## config.mk

```make
export PLATFORM = sky130hd
export DESIGN_NAME = pcu_capture_b
export DESIGN_NICKNAME = d
export VERILOG_FILES = /design/src/pcu_pkg.sv /design/src/pcu_scaler.sv /design/src/pcu_capture_b.sv
export SDC_FILE = /design/constraint.sdc
export NUM_CORES = 2
export LEC_CHECK = 0
export BUFFER_PORTS_ARGS = -buffer_cell sky130_fd_sc_hd__buf_2
export CORE_MARGIN = 2
export CORE_UTILIZATION = 63
export DETAILED_ROUTE_END_ITERATION = 12
export PLACE_DENSITY = 0.83
export SLEW_MARGIN = 20
export SYNTH_ARGS = -nofsm -noshare
export SYNTH_HDL_FRONTEND = slang
export SYNTH_SLANG_ARGS = --single-unit
```

## constraint.sdc

```tcl
create_clock -name clock -period 11.4 [get_ports clock]
set_clock_uncertainty 0.1 [all_clocks]
set_input_delay 3.42 -clock clock [delete_from_list [all_inputs] [get_ports clock]]
set_output_delay 3.42 -clock clock [all_outputs]
set_load 0.005 [all_outputs]
```

## src/pcu_pkg.sv

```systemverilog
package pcu_pkg;

    // parameter addresses of the capture block on the fieldbus parameter port
    localparam logic [15:0] PCU_ADDR_STATUS = 16'h0a02;
    localparam logic [15:0] PCU_ADDR_EDGE = 16'h0a06;
    localparam logic [15:0] PCU_ADDR_ARM = 16'h0a0a;
    localparam logic [15:0] PCU_ADDR_POS = 16'h0a0e;
    localparam logic [15:0] PCU_ADDR_COUNT = 16'h0a12;

    // values written to the arm control, and the largest edge select value
    localparam logic [31:0] PCU_ARM_ABORT = 32'h0000_0000;
    localparam logic [31:0] PCU_ARM_SINGLE = 32'h0000_0001;
    localparam logic [31:0] PCU_ARM_CONT = 32'h0000_0002;
    localparam logic [31:0] PCU_EDGE_MAX = 32'h0000_0001;

    // status word bit positions
    localparam int PCU_STAT_A_BIT = 0;
    localparam int PCU_STAT_B_BIT = 1;

    // reset values
    localparam logic PCU_EDGE_RESET = 1'b0;
    localparam logic [15:0] PCU_COUNT_RESET = 16'h0000;
    localparam logic [31:0] PCU_POS_RESET = 32'h0000_0000;
    localparam logic [2:0] PCU_SYNC_RESET = 3'h0;

    // fractional bits of the position scale factor
    localparam int PCU_SCALE_FRAC = 8;

    typedef enum logic [1:0] {
        PCU_IDLE = 2'b00,
        PCU_SINGLE = 2'b01,
        PCU_CONT = 2'b10
    } pcu_mode_t;

    typedef struct packed {
        logic [2:0] cap_sync;
        pcu_mode_t mode;
        logic armed;
        logic edge_rising;
        logic [15:0] count;
        logic [31:0] raw;
        logic [31:0] latched;
        logic stat_a;
        logic stat_b;
        logic ack;
        logic err;
        logic [31:0] rdata;
        logic event_pulse;
    } pcu_state_t;

endpackage

```

## src/pcu_scaler.sv

```systemverilog
`timescale 1ns/1ps
module pcu_scaler
    import pcu_pkg::*;
#(
    parameter int FRAC = PCU_SCALE_FRAC
)
(
    input wire logic signed [31:0] raw,
    input wire logic signed [15:0] scale,
    input wire logic signed [31:0] origin,
    output logic signed [31:0] user
);

    logic signed [47:0] product;
    logic signed [47:0] shifted;

    // user units are a fixed-point multiple of internal counts, offset by the origin
    assign product = raw * scale;
    assign shifted = product >>> FRAC;
    assign user = shifted[31:0] + origin;

endmodule // pcu_scaler

```

## src/pcu_capture_b.sv

```systemverilog
`timescale 1ns/1ps
module pcu_capture_b
    import pcu_pkg::*;
#(
    parameter int SCALE_FRAC = PCU_SCALE_FRAC
)
(
    input wire logic clock,
    input wire logic rst,
    input wire logic capture_input_b,
    input wire logic signed [31:0] position_raw,
    input wire logic signed [15:0] position_scale,
    input wire logic signed [31:0] position_origin,
    input wire logic scaling_changed,
    input wire logic homing_done,
    input wire logic control_source_fieldbus,
    input wire logic capture_a_done,
    input wire logic capture_a_arm,
    input wire logic param_req,
    input wire logic param_we,
    input wire logic [15:0] param_addr,
    input wire logic [31:0] param_wdata,
    output logic param_ack,
    output logic param_err,
    output logic [31:0] param_rdata,
    output logic capture_b_armed,
    output logic capture_b_event
);

    pcu_state_t s;
    pcu_state_t next_s;

    logic rise;
    logic fall;
    logic hit;
    logic arm_wr;
    logic arm_accept;
    logic arm_refused_src;
    logic ro_write;
    logic signed [31:0] scaler_raw;
    logic signed [31:0] scaler_user;

    // only the second and third sync stages feed the edge detector
    assign rise = s.cap_sync[1] & ~s.cap_sync[2];
    assign fall = ~s.cap_sync[1] & s.cap_sync[2];
    assign hit = (s.mode != PCU_IDLE) && (s.edge_rising ? rise : fall);
    assign arm_wr = param_req && param_we && (param_addr == PCU_ADDR_ARM);
    assign arm_accept = arm_wr && ((param_wdata == PCU_ARM_SINGLE)
        || (param_wdata == PCU_ARM_CONT)) && control_source_fieldbus;
    assign arm_refused_src = arm_wr && ((param_wdata == PCU_ARM_SINGLE)
        || (param_wdata == PCU_ARM_CONT)) && !control_source_fieldbus;
    assign ro_write = param_req && param_we && ((param_addr == PCU_ADDR_STATUS)
        || (param_addr == PCU_ADDR_POS) || (param_addr == PCU_ADDR_COUNT));

    // one scaler serves both a fresh capture and a recompute of the stored count
    assign scaler_raw = hit ? position_raw : s.raw;

    pcu_scaler #(
        .FRAC(SCALE_FRAC)
    ) u_scaler (
        .raw(scaler_raw),
        .scale(position_scale),
        .origin(position_origin),
        .user(scaler_user)
    );

    always_comb
    begin
        next_s = s;
        next_s.cap_sync = {s.cap_sync[1:0], capture_input_b};
        next_s.ack = 1'b0;
        next_s.err = 1'b0;
        next_s.event_pulse = 1'b0;

        // the position is taken two cycles after the pin edge, the sync delay
        if (hit)
        begin
            next_s.raw = position_raw;
            next_s.latched = scaler_user;
            next_s.count = s.count + 16'h0001;
            next_s.event_pulse = 1'b1;
            if (s.mode == PCU_SINGLE)
            begin
                next_s.mode = PCU_IDLE;
            end
        end
        else if (scaling_changed || homing_done)
        begin
            // the raw count is kept so the user value can follow a new scale or origin
            next_s.latched = scaler_user;
        end

        if (param_req)
        begin
            next_s.ack = 1'b1;
            next_s.rdata = 32'h0000_0000;
            if (param_addr == PCU_ADDR_STATUS)
            begin
                if (param_we)
                begin
                    next_s.err = 1'b1;
                end
                else
                begin
                    next_s.rdata[PCU_STAT_A_BIT] = s.stat_a;
                    next_s.rdata[PCU_STAT_B_BIT] = s.stat_b;
                end
            end
            else if (param_addr == PCU_ADDR_EDGE)
            begin
                if (!param_we)
                begin
                    next_s.rdata[0] = s.edge_rising;
                end
                else if (param_wdata <= PCU_EDGE_MAX)
                begin
                    next_s.edge_rising = param_wdata[0];
                end
                else
                begin
                    next_s.err = 1'b1;
                end
            end
            else if (param_addr == PCU_ADDR_ARM)
            begin
                if (!param_we)
                begin
                    next_s.rdata[1:0] = s.mode;
                end
                else if (param_wdata == PCU_ARM_ABORT)
                begin
                    next_s.mode = PCU_IDLE;
                    next_s.stat_b = hit;
                end
                else if (arm_accept)
                begin
                    next_s.mode = (param_wdata == PCU_ARM_SINGLE) ? PCU_SINGLE : PCU_CONT;
                    next_s.count = PCU_COUNT_RESET;
                    next_s.stat_b = hit;
                end
                else
                begin
                    // out-of-range value, or arming while not under fieldbus control
                    next_s.err = 1'b1;
                end
            end
            else if (param_addr == PCU_ADDR_POS)
            begin
                if (param_we)
                begin
                    next_s.err = 1'b1;
                end
                else
                begin
                    next_s.rdata = s.latched;
                end
            end
            else if (param_addr == PCU_ADDR_COUNT)
            begin
                if (param_we)
                begin
                    next_s.err = 1'b1;
                end
                else
                begin
                    next_s.rdata[15:0] = s.count;
                end
            end
            else
            begin
                next_s.err = 1'b1;
            end
        end

        // a capture in the same cycle as a clear still leaves its bit set
        if (hit)
        begin
            next_s.stat_b = 1'b1;
        end
        if (capture_a_arm)
        begin
            next_s.stat_a = 1'b0;
        end
        if (capture_a_done)
        begin
            next_s.stat_a = 1'b1;
        end
        // armed is kept as its own flop so the output has no decode behind it
        next_s.armed = (next_s.mode != PCU_IDLE);
    end

    always_ff @(posedge clock or posedge rst)
    begin
        if (rst)
        begin
            s.cap_sync <= PCU_SYNC_RESET;
            s.mode <= PCU_IDLE;
            s.armed <= 1'b0;
            s.edge_rising <= PCU_EDGE_RESET;
            s.count <= PCU_COUNT_RESET;
            s.raw <= PCU_POS_RESET;
            s.latched <= PCU_POS_RESET;
            s.stat_a <= 1'b0;
            s.stat_b <= 1'b0;
            s.ack <= 1'b0;
            s.err <= 1'b0;
            s.rdata <= 32'h0000_0000;
            s.event_pulse <= 1'b0;
        end
        else
        begin
            s <= next_s;
        end
    end

    assign param_ack = s.ack;
    assign param_err = s.err;
    assign param_rdata = s.rdata;
    assign capture_b_armed = s.armed;
    assign capture_b_event = s.event_pulse;
endmodule // pcu_capture_b

```

# Word level (Yosys, flattened, before mapping)

Index checks and enable logic that the tools add are counted.

Word-level logic and storage cells: 113
Register bits after elaboration: 124

Add/subtract/negate cells: 2
Bitwise operators: 5
Reduce and logical (&&, ||, !) cells: 18
Multiplexer cells: 63
Equal/unequal tests: 10
Multiply operators: 1
Order comparisons: 1

Operator list:

| kind                    | count |
|---|---|
| $mux W32                | 9 |
| $mux W16                | 11 |
| $eq A16 B12 Y1 const B  | 5 |
| $mux W30                | 2 |
| $mux W48                | 1 |
| $mul A32 B16 Y40        | 1 |
| $mux W35                | 1 |
| $add A32 B32 Y32        | 1 |
| $eq A32 B1 Y1 const B   | 1 |
| $eq A32 B2 Y1 const B   | 1 |
| $le A32 B1 Y1 const B   | 1 |
| $logic_not A32 Y1       | 1 |
| $mux W31                | 1 |
| $mux W2                 | 14 |
| $mux W1                 | 24 |
| $add A16 B1 Y16 const B | 1 |
| $reduce_bool A2 Y1      | 7 |
| $reduce_and A6 Y1       | 1 |
| $logic_and A1 B1 Y1     | 5 |
| $reduce_and A5 Y1       | 1 |
| $ne A2 B2 Y1 const B    | 2 |
| $not A1 Y1              | 3 |
| $reduce_bool A3 Y1      | 1 |
| $and A1 B1 Y1           | 2 |
| other kinds (2)         | 3 |

# Logic depth before layout (Yosys ltp)

Depth after elaboration: 13
Gate-level depth with buffers: 42

# Hierarchy

From an unflattened synthesis, not the netlist that was laid out.

Cell total of the unflattened synthesis: 2330
Area, all modules: 21854.7 µm²

Modules (own cells, without submodules):

| module        | area each (µm²) | sequential area each (µm²) | cells each | instances |
|---|---|---|---|---|
| pcu_scaler    | 16298.1         | 0.0                        | 1890       | 1 |
| pcu_capture_b | 5556.6          | 3103.0                     | 440        | 1 |

# Worst setup path before layout

No wires, ideal clock.

Path kind: input to register
Start: input port position_raw[19]
End: register s[66] in the netlist's numbering
Data arrival time: 10910 ps
Setup slack: 253 ps
Setup time: 137 ps
Stages: 36
Buffers on the path: 1
Path through: nand2_1 nand2_1 clkbuf_1 nand2_1 fa_1 inv_1 fa_1 inv_1 fa_1 inv_1 fa_1 fa_1 inv_1 fa_1 inv_1 ha_1 and3_1 a221oi_1 o21ai_0 a22o_1 a21oi_4 a211oi_2 o31a_1 o21ai_2 and2b_1 xnor2_1 ha_1 a21o_1 a21oi_1 o21a_1 o21ai_1 a221o_1 a21o_1 a31oi_1 xor2_1 a21oi_1

Word-level cells in the longest chain between the ends: 5

Ends and longest elaborated chain:

| item                   | RTL line             | source |
|---|---|---|
| start: declaration     | pcu_capture_b.sv:11  | `input wire logic signed [31:0] position_raw,` |
| $mux W32 (*)           | pcu_capture_b.sv:56  | `assign scaler_raw = hit ? position_raw : s.raw;` |
| $mul A32 B16 Y40 (*)   | pcu_scaler.sv:18     | `assign product = raw * scale;` |
| $add A32 B32 Y32 (*)   | pcu_scaler.sv:20     | `assign user = shifted[31:0] + origin;` |
| $mux W32               | pcu_capture_b.sv:87  | `else if (scaling_changed \|\| homing_done)` |
| $mux W32 (*)           | pcu_capture_b.sv:76  | `if (hit)` |
| end signal: assignment | pcu_capture_b.sv:212 | `s <= next_s;` |
| end: declaration       | pcu_capture_b.sv:30  | `pcu_state_t s;` |

Mark *: on every way between the ends. The rest lies on a longest branch, timed or not. The select of a mux whose other input is x is not followed.
A chain may end at the register's enable or synchronous reset.

# Worst setup path after layout

Start: input port position_scale[4]
End: register s[59] in the netlist's numbering

Word-level cells in the longest chain between the ends: 4

Ends and longest elaborated chain:

| item                 | RTL line            | source |
|---|---|---|
| start: declaration   | pcu_capture_b.sv:12 | `input wire logic signed [15:0] position_scale,` |
| $mul A32 B16 Y40 (*) | pcu_scaler.sv:18    |  |
| $add A32 B32 Y32 (*) | pcu_scaler.sv:20    |  |
| $mux W32             | pcu_capture_b.sv:87 |  |
| $mux W32 (*)         | pcu_capture_b.sv:76 |  |

Marks and branches as above.

==> reports/metrics.yaml <==
status: "completed"
syn_area_per_cell_um2: 8.792
max_freq_ghz: 0.09049
relSlewSlack_pct: 32.48
synth-seq-cells: 124
place_congestion: 0.9184
hold_viol: 0
synth_edf_count: 0
drt-total-wl_um: 60820
yosysTopAreaCellShare_pct: 37.49
maxCapViolCount: 0
setup_violations: 0
clkLatencyLatePin_ps: 440
firstDrtPassIters: 6
die_area_um2: 36340
syn_nets: 3180
ys.flop_type: "dfrtp_1"
worst_pin_slew_ps: 1008
syn_inst: 2496
h-tree-depth: 4
layout_min_cycle_time_ps: 11050
multi_input_area_um2: 16290
cpPeakStageDelay_ps: 540
synth.largest_area_cell: "fa_1"
ctsRootBufferMaster: "clkbuf_16"
initial_core_util_pct: 63.69
dp_hpwl_um: 47890
grt_start_max_net_pins: 77
vias: 17910
port-buffer-count: 173
cp.arrival_ps: 11270
wl_per_cell_um: 19.38
drive_above_1_share_pct: 13.57
grt_usage_pct: 35.01
async_flop_share_pct: 100.0
cpMostUsedCell: "fa_1"
ys_seq_area_share_pct: 14.14
n_fill_cell: 2588
worstSetupStartpointType: "input port"
drt-initial-drc-count: 1366
drc: 0
grt_pass1_vias: 19520
clk_path_buf_depth: 2
synthToLayoutAreaGrowth_pct: 10.70
drv_slew: 0
finalCritPeriodShare_pct: 96.94
die_h_um: 190.6
cp_max_fo: 12
worstPathRequired_ps: 11620
cp_slowest_cell: "fa_1"
core_um2: 34460
grt_overflow: 0
vias_per_cell: 5.707
rows: 68
fin_area_um2: 24290
antenna_found_initial: 6
cts_buffers: 17
clk_pin_slew_ps: 70
hp-class: "reg2reg"
post_dp_cell_area_um2: 23610
end_kind: "flop"
grt_pass1_wl_um: 97590
yosysWarnings: 0
syn_area_um2: 21940
die_x_um: 190.6
detail-route-antenna-nets: 0
synthDistinctLibCells: 79
nets: 3346
clock_sinks: 124
synth.area.top_cells: "fa_1 (37%), dfrtp_1 (14%), inv_1 (9.1%)"
ios: 174
area.sequential_um2: 3103
cts_tree: "built"
path_class: "in2reg"
==> worst max-delay path: cells and delay by family <==
family | cells | cell delay (ps)
adder cells (fa/ha/maj) | 8 | 3520
AND/OR/NAND/NOR | 10 | 1990
buffers and inverters | 6 | 610
AO/OA/AOI/OAI | 8 | 1720
==> cell usage in the layout, fill, tap and decap left out, types with 10 or more instances in the layout <==
master,Yosys,routed
nor4_1,11,11
nand2b_1,10,10
and3_1,10,10
buf_4,32,105
nor2_1,94,94
nand4_1,10,10
dfrtp_1,124,124
nand2_1,433,425
and2_1,171,171
nor3_1,19,17
xor2_1,35,34
a21oi_1,66,64
clkbuf_16,0,17
buf_2,0,172
xnor2_1,50,50
o21ai_0,50,50
o22ai_1,15,15
nand3_1,15,14
a22oi_1,15,15
nor2b_1,12,11
fa_1,411,411
inv_1,530,529
ha_1,135,135
o21a_1,11,11
a21o_1,29,29
==> synth_stat cells, types with 10 or more instances <==
library cell / n
dfrtp_1: 124
a22oi_1: 15
nand3_1: 15
clkbuf_1: 95
nand4_1: 10
ha_1: 135
inv_1: 530
nor2_1: 94
nand2b_1: 10
fa_1: 411
xor2_1: 35
nor4_1: 11
a21o_1: 29
o22ai_1: 15
nand2_1: 433
o21ai_0: 50
xnor2_1: 50
and3_1: 10
o21a_1: 11
nor2b_1: 12
a21oi_1: 66
and2_1: 171
nor3_1: 19
buf_4: 32
==> what timing repair did <==
action | 4_1_cts | 5_1_grt
setup endpoints to repair | 0 | 12
resized for setup | 0 | 19
hold endpoints to repair | 0 | 0
setup buffers | 0 | 2
hold buffers | 0 | 0
==> through the flow <==
stage                     std cells  util (%)  TNS [ps]  worst slack (ps)  hold slack (ps)
after CTS                      3128     70.17         0             101.5            244.8
after detailed placement       3096     68.51     -1424            -316.6            237.9
after floorplan                2496         -         0             253.3            231.2
after global routing           3134     70.47    -279.6            -86.45            259.8
after global placement         3096     68.51    -80.40            -59.30            247.1
final                          3138     70.50         0             348.5            245.7
==> metal layers <==
| metal | global-route usage [%] | share of wire, % | vias up | wire length [µm] |
|---|---|---|---|---|
| met1 | 40.77 | 36 | 8982 | 21700 |
| met3 | 5.668 | 7.2 | 261 | 4357 |
| met2 | 60.67 | 51 | 856 | 30820 |
| li1 | - | - | 7810 | - |
| met5 | 0 | 0 | - | 0 |
| met4 | 21.65 | 6.5 | 0 | 3946 |
==> final timing paths <==
kind / startpoint / endpoint / slack [ps] / depth (start not counted)
min in group asynchronous: rst / param_rdata[27] / 3010 / 2
worst max-delay path: position_scale[4] / s[59] / 350 / 32
worst min register to register: next_s[122] / next_s[123] / 250 / 0
worst min-delay path: next_s[122] / next_s[123] / 250 / 0
worst max register to register: s[117] / s[59] / 2000 / 36
max in group asynchronous: rst / s[99] / 6990 / 3
==> kinds of logic after synthesis <==
kind of cell | count (synthesis) | share of synthesized area [%]
AOI/OAI and AO/OA | 239 | 6.990
muxes | 12 | 0.6215
adders and majority gates | 546 | 45.19
DFF | 124 | 14.14
xor gates and xnor gates | 88 | 3.643
and+or+nand+nor | 820 | 17.41
buffers and inverters | 667 | 12.00
==> state kept, by name, indices dropped and copies added, names as in the netlist <==
name and cells:
s 86, param_rdata 32, next_s 2, capture_b_armed 1, capture_b_event 1, param_ack 1, param_err 1
==> area by class of cell <==
cell class	instances	area share, %
inverters	532	8.251
multi-input cells	1705	67.05
flip-flops and latches	124	12.77
clock buffers	17	1.751
repair buffers	282	7.149
clock inverters	15	0.6026
well taps	455	2.344
diodes	8	0.08241
Power is not shown: default switching activity piles up to over one toggle a cycle in this logic, so the estimate is an artifact.
